===== config.mk =====
export PLATFORM = sky130hd
export DESIGN_NAME = adc_mux_serial_readout
export DESIGN_NICKNAME = d
export VERILOG_FILES = /design/src/verilog/adc_readout_pkg.sv /design/src/verilog/pin_sync.sv /design/src/verilog/adc_mux_serial_readout.sv
export SDC_FILE = /design/constraint.sdc
export NUM_CORES = 1
export LEC_CHECK = 0
export BUFFER_PORTS_ARGS = -buffer_cell sky130_fd_sc_hd__buf_2
export CORE_ASPECT_RATIO = 0.8
export CORE_UTILIZATION = 65
export CTS_BUF_LIST = sky130_fd_sc_hd__clkbuf_4
export DETAILED_ROUTE_END_ITERATION = 6
export PLACE_DENSITY = 0.87
export SLEW_MARGIN = 20
export SYNTH_ARGS = -nofsm -noshare
export SYNTH_HDL_FRONTEND = slang
export SYNTH_HIERARCHICAL = 1
export SYNTH_SLANG_ARGS = --single-unit

===== constraint.sdc =====
create_clock -name clock -period 5.12 [get_ports clock]
set_input_delay 1.024 -clock clock [delete_from_list [all_inputs] [get_ports clock]]
set_output_delay 1.024 -clock clock [all_outputs]
set_load 0.01 [all_outputs]

===== src/verilog/adc_readout_pkg.sv =====
`default_nettype none
package adc_readout_pkg;
    // ==========================================================
    // Word and field sizes
    localparam int RESULT_W    = 32;
    localparam int BYTE_W      = 8;
    localparam int MUX_ADDR_W  = 4;
    localparam int SYNC_DEPTH  = 2;
    localparam int PIN_COUNT   = 4;
    localparam int BIT_CNT_W   = $clog2(RESULT_W);
    localparam int EOC_BIT     = RESULT_W - 1;

    // ==========================================================
    // Reset values
    localparam logic [MUX_ADDR_W-1:0] CHANNEL_RST = 4'h0;
    localparam logic                  SDO_RST     = 1'b1;

    // ==========================================================
    // Pin groups
    typedef struct packed {
        logic sclk;
        logic sdi;
        logic converter_chip_select_n;
        logic mux_chip_select_n;
    } link_in_t;

    typedef struct packed {
        logic sdo;
        logic sdo_oe;
    } link_out_t;

    typedef enum logic [1:0] {
        ST_IDLE,
        ST_WAIT_EOC,
        ST_SHIFT,
        ST_DONE
    } readout_state_t;
endpackage
`default_nettype wire


===== src/verilog/pin_sync.sv =====
`default_nettype none
module pin_sync #(
    parameter int W = 1
) (
    input  wire logic         clock,
    input  wire logic         sys_rst,
    input  wire logic         ce,
    input  wire logic [W-1:0] async_in,
    output logic      [W-1:0] sync_out
);
    logic [W-1:0] meta_r;
    logic [W-1:0] meta_nxt;
    logic [W-1:0] sync_nxt;

    always_comb begin
        meta_nxt = ce ? async_in : meta_r;
        sync_nxt = ce ? meta_r : sync_out;
    end

    always_ff @(posedge clock or posedge sys_rst) begin
        if (sys_rst) begin
            meta_r   <= '0;
            sync_out <= '0;
        end else begin
            meta_r   <= meta_nxt;
            sync_out <= sync_nxt;
        end
    end
endmodule
`default_nettype wire


===== src/verilog/adc_mux_serial_readout.sv =====
`default_nettype none
module adc_mux_serial_readout
    import adc_readout_pkg::*;
#(
    parameter int RES_W  = RESULT_W,
    parameter int ADDR_W = MUX_ADDR_W
) (
    input  wire logic                     clock,
    input  wire logic                     sys_rst,
    input  wire logic                     ce,
    input  wire adc_readout_pkg::link_in_t pins_in,
    input  wire logic                     result_valid,
    input  wire logic [RES_W-1:0]         result_data,
    output var adc_readout_pkg::link_out_t pins_out_r,
    output logic [ADDR_W-1:0]             channel_r,
    output logic                          conv_start_r
);
    import adc_readout_pkg::*;

    // ==========================================================
    // Pin synchronisers
    logic [PIN_COUNT-1:0] pins_raw;
    logic [PIN_COUNT-1:0] pins_s;
    logic                 sclk_s;
    logic                 sdi_s;
    logic                 cs_active;

    // Selects enter inverted so the synchroniser's reset value is the idle level
    assign pins_raw = {pins_in.sclk, pins_in.sdi,
                       ~pins_in.converter_chip_select_n, ~pins_in.mux_chip_select_n};

    pin_sync #(
        .W (PIN_COUNT)
    ) u_sync (
        .clock    (clock),
        .sys_rst  (sys_rst),
        .ce       (ce),
        .async_in (pins_raw),
        .sync_out (pins_s)
    );

    assign sclk_s    = pins_s[3];
    assign sdi_s     = pins_s[2];
    // Both selects are tied; interface is live only with both low
    assign cs_active = pins_s[1] && pins_s[0];

    // ==========================================================
    // Edge detection
    logic sclk_q_r;
    logic cs_q_r;
    logic sclk_q_nxt;
    logic cs_q_nxt;
    logic sclk_rise;
    logic sclk_fall;
    logic cs_fall;
    logic cs_rise;

    assign sclk_rise = sclk_s && !sclk_q_r;
    assign sclk_fall = !sclk_s && sclk_q_r;
    assign cs_fall   = cs_active && !cs_q_r;
    assign cs_rise   = !cs_active && cs_q_r;

    always_comb begin
        sclk_q_nxt = ce ? sclk_s : sclk_q_r;
        cs_q_nxt   = ce ? cs_active : cs_q_r;
    end

    always_ff @(posedge clock or posedge sys_rst) begin
        if (sys_rst) begin
            sclk_q_r <= 1'b0;
            cs_q_r   <= 1'b0;
        end else begin
            sclk_q_r <= sclk_q_nxt;
            cs_q_r   <= cs_q_nxt;
        end
    end

    // ==========================================================
    // Channel address and conversion control
    logic [ADDR_W-1:0] mux_sr_r;
    logic [ADDR_W-1:0] mux_sr_nxt;
    logic [ADDR_W-1:0] channel_nxt;
    logic              conv_start_nxt;
    logic              have_r;
    logic              have_nxt;
    logic [RES_W-1:0]  result_r;
    logic [RES_W-1:0]  result_nxt;

    always_comb begin
        mux_sr_nxt     = mux_sr_r;
        channel_nxt    = channel_r;
        conv_start_nxt = 1'b0;
        have_nxt       = have_r;
        result_nxt     = result_r;
        if (ce) begin
            // Address bits shift in while the interface is idle
            if (!cs_active && sclk_rise) begin
                mux_sr_nxt = {mux_sr_r[ADDR_W-2:0], sdi_s};
            end
            if (cs_fall) begin
                channel_nxt = mux_sr_r;
            end
            conv_start_nxt = cs_rise;
            // A result arriving with the restart is kept: set wins
            if (result_valid) begin
                have_nxt   = 1'b1;
                result_nxt = result_data;
            end else if (cs_rise) begin
                have_nxt = 1'b0;
            end
        end
    end

    always_ff @(posedge clock or posedge sys_rst) begin
        if (sys_rst) begin
            mux_sr_r     <= ADDR_W'(CHANNEL_RST);
            channel_r    <= ADDR_W'(CHANNEL_RST);
            conv_start_r <= 1'b0;
            have_r       <= 1'b0;
            result_r     <= '0;
        end else begin
            mux_sr_r     <= mux_sr_nxt;
            channel_r    <= channel_nxt;
            conv_start_r <= conv_start_nxt;
            have_r       <= have_nxt;
            result_r     <= result_nxt;
        end
    end

    // ==========================================================
    // Serial readout
    readout_state_t       state_r;
    readout_state_t       state_nxt;
    logic [RES_W-1:0]     sr_r;
    logic [RES_W-1:0]     sr_nxt;
    logic [BIT_CNT_W-1:0] bit_cnt_r;
    logic [BIT_CNT_W-1:0] bit_cnt_nxt;
    link_out_t            pins_out_nxt;

    always_comb begin
        state_nxt   = state_r;
        sr_nxt      = sr_r;
        bit_cnt_nxt = bit_cnt_r;
        if (ce) begin
            unique case (state_r)
                ST_IDLE: begin
                    if (cs_fall) begin
                        state_nxt = ST_WAIT_EOC;
                    end
                end
                ST_WAIT_EOC: begin
                    if (!cs_active) begin
                        state_nxt = ST_IDLE;
                    end else if (have_r) begin
                        // Leading bit is the end-of-conversion flag, low
                        state_nxt   = ST_SHIFT;
                        sr_nxt      = {1'b0, result_r[RES_W-2:0]};
                        bit_cnt_nxt = '0;
                    end
                end
                ST_SHIFT: begin
                    if (!cs_active) begin
                        state_nxt = ST_IDLE;
                    end else if (sclk_fall) begin
                        if (bit_cnt_r == BIT_CNT_W'(RES_W - 1)) begin
                            state_nxt = ST_DONE;
                        end else begin
                            sr_nxt      = {sr_r[RES_W-2:0], 1'b0};
                            bit_cnt_nxt = bit_cnt_r + 1'b1;
                        end
                    end
                end
                ST_DONE: begin
                    if (!cs_active) begin
                        state_nxt = ST_IDLE;
                    end
                end
            endcase
        end
        pins_out_nxt.sdo_oe = (state_nxt != ST_IDLE);
        pins_out_nxt.sdo    = (state_nxt == ST_WAIT_EOC || state_nxt == ST_IDLE)
                            ? SDO_RST : sr_nxt[RES_W-1];
    end

    always_ff @(posedge clock or posedge sys_rst) begin
        if (sys_rst) begin
            state_r    <= ST_IDLE;
            sr_r       <= '0;
            bit_cnt_r  <= '0;
            pins_out_r <= '{sdo: SDO_RST, sdo_oe: 1'b0};
        end else begin
            state_r    <= state_nxt;
            sr_r       <= sr_nxt;
            bit_cnt_r  <= bit_cnt_nxt;
            pins_out_r <= pins_out_nxt;
        end
    end
endmodule
`default_nettype wire


# Yosys cells after proc, flatten, opt, wreduce, memory -nomap -nowiden
# Cells that the tools add are included.
[word_totals] register_bits=92 inputBits=40
[classes] add_sub_neg=1 eq_ne=10 muxes=26 bitwise=2 n_reduce_logical=21
[op_table] cell="$mux 32" count=6
[op_table] cell="$pmux 32 s2" count=1
[op_table] cell="$mux 5" count=5
[op_table] cell="$mux 2" count=8
[op_table] cell="$ne 2x2->1 const B" count=5
[op_table] cell="$pmux 5 s2" count=1
[op_table] cell="$pmux 2 s4" count=1
[op_table] cell="$reduce_and 2->1" count=4
[op_table] cell="$reduce_and 7->1" count=1
[op_table] cell="$logic_and 1x1->1" count=6
[op_table] cell="$reduce_bool 2->1" count=3
[op_table] cell="$add 5x1->5 const B" count=1
[op_table] cell="$eq 5x5->1 const B" count=1
[op_table] cell="$eq 2x1->1 const B" count=2
[op_table] cell="$eq 2x2->1 const B" count=2
[op_table] cell="$logic_not 1->1" count=4
[op_table] cell="$logic_not 2->1" count=2
[op_table] cell="$mux 1" count=4
[op_table] cell="$not 1->1" count=2
[op_table] cell="$logic_or 1x1->1" count=1

# Longest topological paths before layout
# Gate-level depths: netlist of run 1.
[depth] word_depth=9 mapped_depth=9 depth_no_buf=7

# Cells and area by module
# The synthesis of run 1 kept the hierarchy.
[by_module_without_submodules] module="adc_mux_serial_readout" n_inst=1 cells_per_inst=305 area_per_inst_um2=3723.6 seq_area_each_um2=2103.3
[by_module_without_submodules] module="pin_sync" n_inst=1 cells_per_inst=18 area_per_inst_um2=335.3 seq_area_each_um2=200.2

# Worst setup path before layout of run 1
# No wires, ideal clock.
[synth_timing] kind="reg-to-reg" startpoint="reg bit_cnt_r[0]" endpoint="reg sr_r[10]" setup_time_ns=0.074 arrival_time_ns=2.347 required_ns=5.046 setup_slack_ns=2.698 path_stages_with_launch=10 n_path_buf=2 synth_period_minus_slack_ns=2.422 cell_sequence="dfrtp_1 -> ha_1 -> and3_1 -> ha_1 -> or3b_4 -> a221o_1 -> buf_6 -> or2_4 -> buf_6 -> o21ai_2"
[synth_between] elab_chain_cells=3
[synth_rtl] element="start: declaration" line_no="adc_mux_serial_readout.sv:136" text="logic [BIT_CNT_W-1:0] bit_cnt_r;"
[synth_rtl] element="start signal: assignment" line_no="adc_mux_serial_readout.sv:194" text="bit_cnt_r <= bit_cnt_nxt;"
[synth_rtl] element="$eq 5x5->1" line_no="adc_mux_serial_readout.sv:165" text="if (bit_cnt_r == BIT_CNT_W'(RES_W - 1)) begin"
[synth_rtl] element="$ne 2x2->1 (no source line)"
[synth_rtl] element="$reduce_and 7->1 (no source line)"
[synth_rtl] element="end signal: assignment" line_no="adc_mux_serial_readout.sv:193" text="sr_r <= sr_nxt;"
[synth_rtl] element="end: declaration" line_no="adc_mux_serial_readout.sv:134" text="logic [RES_W-1:0] sr_r;"
# No other way between the ends.
# A chain may end at the register's enable or synchronous reset.

# Worst setup path in the final report of run 1
[layout_timing] startpoint="reg bit_cnt_r[0]" endpoint="reg sr_r[19]"
# Same word-level chain as after synthesis.

==> flow_summary.yaml, run 1 <==
status:
  outcome: "finished clean"
yosys:
  synth-seq-cells: 92
  yosysSeqAreaShare_pct: 56.8
  synth.avg_cell_area_um2: 12.6
  synth_cell_types: 36
  synth_fp_nets: 369
  ys_warn_count: 6
  synthCells: 323
  synth_area_mm2: 0.00406
global_routing:
  use_met1_pct: 32.2
  gr-usage-met2_pct: 39.5
  grt_pass1_vias: 2614
  grt_use_total_pct: 24.4
  grtUsageMet3_pct: 6.15
  grt_overflow_total: 0
  top_usage_layer: "met2"
  grt_max_degree: 49
  grt_pass1_wl_um: 12300
  antenna_found_initial: 0
floorplanning:
  fp.dieH_um: 72.7
  ioPinCount: 47
  die-width_um: 90.4
  dieArea_mm2: 0.00657
  rows: 25
  core_region_area_mm2: 0.00597
  initial_utilization_pct: 67.9
sta:
  rsz0062_at_grt: "false"
  min_period_ns: 2.87
  slew_viol_final: 0
  period_share_pct: 56.0
  hold_viol: 0
  worst_pin_slew_ns: 0.621
  skew_ns: 0.0134
  max_freq_mhz: 349
  finalSetupViolCount: 0
  tns_ns: 0
  max_slew_margin_pct: 58.4
setup_path:
  path_cells: "ha_1 > and3_1 > ha_1 > or3b_4 > a221o_1 > buf_4 > or2_4 > o21ai_2"
  slowest_stage: "or2_4"
  cpPeakStageDelay_ns: 0.46
  arrival_ns: 3.23
  required_ns: 5.48
  crit_buf_inv: 1
  cp_common_cell: "ha_1"
  critical_path.max_fanout: 36
  crit_path_start_kind: "register"
  critPathKind: "register to register"
  crit_path_end_kind: "register"
  crit_family: "simple AND/OR/NAND/NOR gates"
clocking:
  cts_resized: 0
  cts-root-buf: "clkbuf_4"
  cts.clk_slew.worst_paths_ns: 0.13
  clock_sinks: 92
  clockBufferDepth: 2
  cts_htree_levels: 3
  cts_hold_repair.buffers: 0
  clkLatencyLatePin_ns: 0.44
  cts_inserted_buffers: 9
  cts_tree: "yes"
  cts_setup_buffers: 0
placement:
  routabilityCongestion: 0.839
  io_buffers: 45
  dpl-instance-area_mm2: 0.00432
  dp_hpwl_um: 4780
cells_and_area:
  diodes: 0
  synthToLayoutAreaGrowth_pct: 11.1
  layout_commonest_cell: "dfrtp_1"
  fin_area_mm2: 0.00451
  final_cell_mix: "dfrtp_1, buf_2, mux2_2"
  drive_gt1_share_pct: 41.1
  fin_nets: 411
routing:
  wl_per_cell_um: 15.6
  drc: 0
  finalWirelength_um: 7040
  vias: 2607
  ant_nets: 0
  routed_via_density: 5.78
  first_pass_iters: 4
  drtIter0Drc: 172
power_and_ir_drop:
  leakage_uw: 0.00203
  p_clk_share_pct: 28.1
  vdd_drop_max_uv: 252
  combPwrFrac_pct: 19.3
  power_frac_seq_pct: 52.7
  intPower_uw: 1260
  switching_power_uw: 480
  swShare_pct: 27.6
  cellPowerDensity_mw_per_mm2: 386
flow_run:
  drv_cap: 0
min_path:
  hold_class: "register to register"
## metrics by stage
| step | cells | power, uW | utilization [%] | hold WS (ns) | setup slack (ns) |
|---|---|---|---|---|---|
| after floorplan | 323 | 1170 | - | 0.451 | 1.93 |
| after global placement | 435 | 1250 | 72.3 | 0.461 | 2.24 |
| after detailed placement | 435 | 1270 | 72.3 | 0.467 | 2.16 |
| after CTS | 451 | 1750 | 75.5 | 0.497 | 2.26 |
| after global routing | 451 | 1830 | 75.5 | 0.503 | 2.15 |
| final | 451 | 1740 | 75.5 | 0.493 | 2.25 |
## layout make-up
type	count	area [um^2]
Sequential cell	92	2300
Multi-Input combinational cell	200	1610
Fill cell	395	1470
Timing Repair Buffer	50	263
Clock inverter	6	113
Tap cell	81	101
Clock buffer	10	75.1
Inverter	12	46.3
## power by group through the flow
| stage | combinational (uW) | clock, uW | sequential, uW |
|---|---|---|---|
| final | 335 | 488 | 916 |
| after global routing | 373 | 529 | 930 |
| after CTS | 338 | 499 | 916 |
| after detailed placement | 338 | 0 | 930 |
| after global placement | 324 | 0 | 923 |
| after floorplan | 250 | 0 | 918 |
## final timing paths
path                       slack (ns)                        endpoint                      from  cells past startpoint
setup / recovery                 2.25            sr_r[19]$_DFFE_PP0P_  bit_cnt_r[0]$_DFFE_PP0P_                      8
hold / removal                   0.49            sr_r[17]$_DFFE_PP0P_      sr_r[17]$_DFFE_PP0P_                      2
setup reg to reg                 2.25            sr_r[19]$_DFFE_PP0P_  bit_cnt_r[0]$_DFFE_PP0P_                      8
hold reg to reg                  0.49            sr_r[17]$_DFFE_PP0P_      sr_r[17]$_DFFE_PP0P_                      2
max in group asynchronous        3.50        result_r[20]$_DFFE_PP0P_                   sys_rst                      3
min in group asynchronous        0.53  u_sync/sync_out[2]$_DFFE_PP0P_                   sys_rst                      2
## cells by family (layout without fill, tap and decap cells)
group | after synthesis | in the layout | synth area share, %
multiplexers | 49 | 49 | 14.3
AND/OR/NAND/NOR | 65 | 65 | 7.80
buffers and inverters | 31 | 78 | 3.82
flip-flops | 92 | 92 | 56.8
adder cells (fa/ha/maj) | 6 | 6 | 1.85
AO/OA/AOI/OAI | 80 | 80 | 15.4
## routing by layer
metal	vias up	routed length, um
met1	1290	3240
met2	60	3400
met5	-	0
met4	0	116
li1	1247	-
met3	10	280
## worst min-delay path: stages (launching register included)
cell	delay, ns
dfrtp_1	0.36
nand2_1	0.06
o21ai_2	0.05
## flip-flops by register name, summed over array words and instances (netlist names)
register / count
sclk_q_r: 1
result_r: 31
conv_start_r: 1
channel_r: 4
cs_q_r: 1
mux_sr_r: 4
u_sync/sync_out: 4
have_r: 1
pins_out_r: 2
bit_cnt_r: 5
sr_r: 32
u_sync/meta_r: 4
state_r: 2
## synthesized netlist by cell type (all sizes together)
cell	number	share of area, %
o21ai	35	7.1
and3	3	0.46
a211o	1	0.22
nand2	36	3.3
nand2b	4	0.62
nand4	2	0.31
buf	9	1.8
a221o	2	0.49
a21o	1	0.19
nor2	3	0.28
or3b	1	0.28
o22a	1	0.22
a22oi	31	5.7
o211ai	1	0.19
nand3	5	0.62
a2111oi	1	0.22
or4	1	0.19
nor3	3	0.37
clkbuf	10	0.92
dfstp	1	0.65
nand4b	3	0.65
ha	6	1.8
o31ai	1	0.19
a22o	2	0.43
inv	12	1.1
or3	1	0.15
nor3b	1	0.19
mux2	49	14
a21oi	4	0.49
or2	2	0.37
dfrtp	91	56
Power figures use the tool's default switching activity.
==> run 2: changes to the inputs <==
--- a/config.mk
+++ b/config.mk
@@ -7,10 +7,10 @@
 export LEC_CHECK = 0
 export BUFFER_PORTS_ARGS = -buffer_cell sky130_fd_sc_hd__buf_2
 export CORE_ASPECT_RATIO = 0.8
-export CORE_UTILIZATION = 65
+export CORE_UTILIZATION = 54
 export CTS_BUF_LIST = sky130_fd_sc_hd__clkbuf_4
 export DETAILED_ROUTE_END_ITERATION = 6
-export PLACE_DENSITY = 0.87
+export PLACE_DENSITY = 0.78
 export SLEW_MARGIN = 20
 export SYNTH_ARGS = -nofsm -noshare
 export SYNTH_HDL_FRONTEND = slang
==> constraint.sdc (replaced) <==
create_clock -name clock -period 2.48 [get_ports clock]
set_input_delay 0.496 -clock clock [delete_from_list [all_inputs] [get_ports clock]]
set_output_delay 0.496 -clock clock [all_outputs]
set_load 0.01 [all_outputs]
==> flow_summary.yaml, run 2 (same netlist as run 1, synthesis figures left out) <==
min_path:
  min_path_cells: 2
  hold_end: "result_r[16]$_DFFE_PP0P_"
  hold_path.startpoint: "result_data[16]"
  hold_class: "input pin to register"
flow_run:
  drv_cap: 0
cells_and_area:
  final_cell_mix: "dfrtp_1, buf_2, mux2_2"
  layout_commonest_cell: "dfrtp_1"
  largest_register_ffs: 32
  drive_gt1_share_pct: 42.2
  synthToLayoutAreaGrowth_pct: 12.7
  top_register: "sr_r"
  final_core_util_pct: 64.8
  reg_top3: "sr_r (32), result_r (31), bit_cnt_r (5)"
  fin_nets: 420
  diodes: 0
routing:
  drtIter0Drc: 164
  wl_per_cell_um: 16.3
  first_pass_iters: 4
  drc: 0
  ant_nets: 0
  routed_via_density: 5.87
  finalWirelength_um: 7600
  vias: 2737
floorplanning:
  ioPinCount: 47
  fp.dieH_um: 79.5
  die-width_um: 98.9
  initial_utilization_pct: 57.5
  core_region_area_mm2: 0.00706
  dieArea_mm2: 0.00787
  rows: 27
setup_path:
  r2r-end: "sr_r[3]$_DFFE_PP0P_"
  arrival_ns: 2.74
  crit_path_start_kind: "register"
  reg2reg_depth: 7
  critPathKind: "register to register"
  slowest_stage: "dfrtp_1"
  crit_path_end_kind: "register"
  required_ns: 2.84
  rrSetupSlack_ns: 0.10
  cp_common_cell: "ha_2"
  crit_family: "simple AND/OR/NAND/NOR gates"
  critical_path.max_fanout: 15
  path_cells: "ha_2 > and3_1 > ha_2 > or3b_4 > a221o_1 > or2_4 > o21ai_2"
  timing.rr.start: "bit_cnt_r[1]$_DFFE_PP0P_"
  cpPeakStageDelay_ns: 0.42
  cp-startpoint: "bit_cnt_r[1]$_DFFE_PP0P_"
  crit_buf_inv: 0
clocking:
  cts_htree_levels: 3
  clock_sinks: 92
  cts_tree: "yes"
  cts_inserted_buffers: 9
  cts_setup_buffers: 0
  clockBufferDepth: 2
  cts.clk_slew.worst_paths_ns: 0.14
  clkLatencyLatePin_ns: 0.44
  cts-root-buf: "clkbuf_4"
power_and_ir_drop:
  vdd_drop_max_uv: 368
  cellPowerDensity_mw_per_mm2: 752
  total_power_uw: 3440
  leakage_uw: 0.00205
placement:
  routabilityCongestion: 0.778
  dp_hpwl_um: 4970
  io_buffers: 45
  pre_cts_slack_ns: -0.00222
sta:
  slew_viol_final: 0
  skew_ns: 0.0254
  worst_pin_slew_ns: 0.429
  max_freq_mhz: 420
  min_period_ns: 2.38
  period_share_pct: 96.0
  finalSetupViolCount: 0
  hold_viol: 0
  rsz0062_at_grt: "false"
  fin_ws_ns: 0.100
  max_slew_margin_pct: 70.7
global_routing:
  grt_overflow_total: 0
  antenna_found_initial: 0
  grt_use_total_pct: 20.8
  grt_max_degree: 41
  grt_pass1_wl_um: 12700
  grt_pass1_vias: 2710
status:
  outcome: "finished clean"
==> run 2: changes by cell type in the layout (fill, tap and decap cells not counted) <==
| cell | delta |
|---|---|
| buf_8 | +1 |
| clkbuf_4 | +2 |
| buf_12 | +2 |
| buf_4 | +4 |
| dlygate4sd3_1 | +1 |
| or2_4 | +1 |
| ha_1 | -2 |
| clkinvlp_4 | -2 |
| clkinv_1 | +2 |
| bufinv_16 | -2 |
| ha_2 | +2 |
==> run 2: worst max path at each step <==
stage                            to  slack (ns)  depth (start not counted)
5_1_grt         sr_r[3]$_DFFE_PP0P_        0.03                          7
4_1_cts        sr_r[11]$_DFFE_PP0P_        0.01                          7
6_report        sr_r[3]$_DFFE_PP0P_        0.10                          7
3_3_place_gp    sr_r[5]$_DFFE_PP0P_        0.04                          7
2_1_floorplan  sr_r[10]$_DFFE_PP0P_        0.06                          9
3_5_place_dp   sr_r[12]$_DFFE_PP0P_      -0.002                          7
==> run 2: area by class of cell <==
| cell class | instances | area (um^2) |
|---|---|---|
| Inverter | 12 | 48.8 |
| Sequential cell | 92 | 2300 |
| Clock buffer | 12 | 90.1 |
| Multi-Input combinational cell | 201 | 1620 |
| Timing Repair Buffer | 58 | 358 |
| Clock inverter | 4 | 42.5 |
| Fill cell | 560 | 2490 |
| Tap cell | 87 | 109 |
==> run 2: metrics by stage <==
stage	TNS (ns)	hold WS (ns)	cell area, um^2	std cells
3_3_place_gp	0	0.461	4410	448
6_report	0	0.272	4570	466
4_1_cts	0	0.264	4550	465
2_1_floorplan	0	0.312	4060	323
3_5_place_dp	-0.00840	0.466	4410	448
5_1_grt	0	0.247	4570	466
==> run 2: what timing repair did <==
item / CTS / global route
setup endpoints to repair: 23 / 31
gates cloned: 0 / 1
pin swaps: 4 / 8
gates resized for setup: 1 / 4
hold endpoints to repair: 9 / 0
hold buffers: 1 / 0
==> run 2: layer usage <==
layer / wire length [um] / global-route usage (%) / vias to the layer above
li1: - / - / 1270
met5: 0 / 0 / -
met1: 3390 / 27.6 / 1385
met2: 3800 / 34.6 / 69
met3: 312 / 4.47 / 13
met4: 91 / 6.57 / 0
==> run 2: report_power, final <==
group          total (uW)  internal, uW  switching (uW)
Clock                 801           335             467
Sequential           1890          1740             154
Combinational         742           360             383
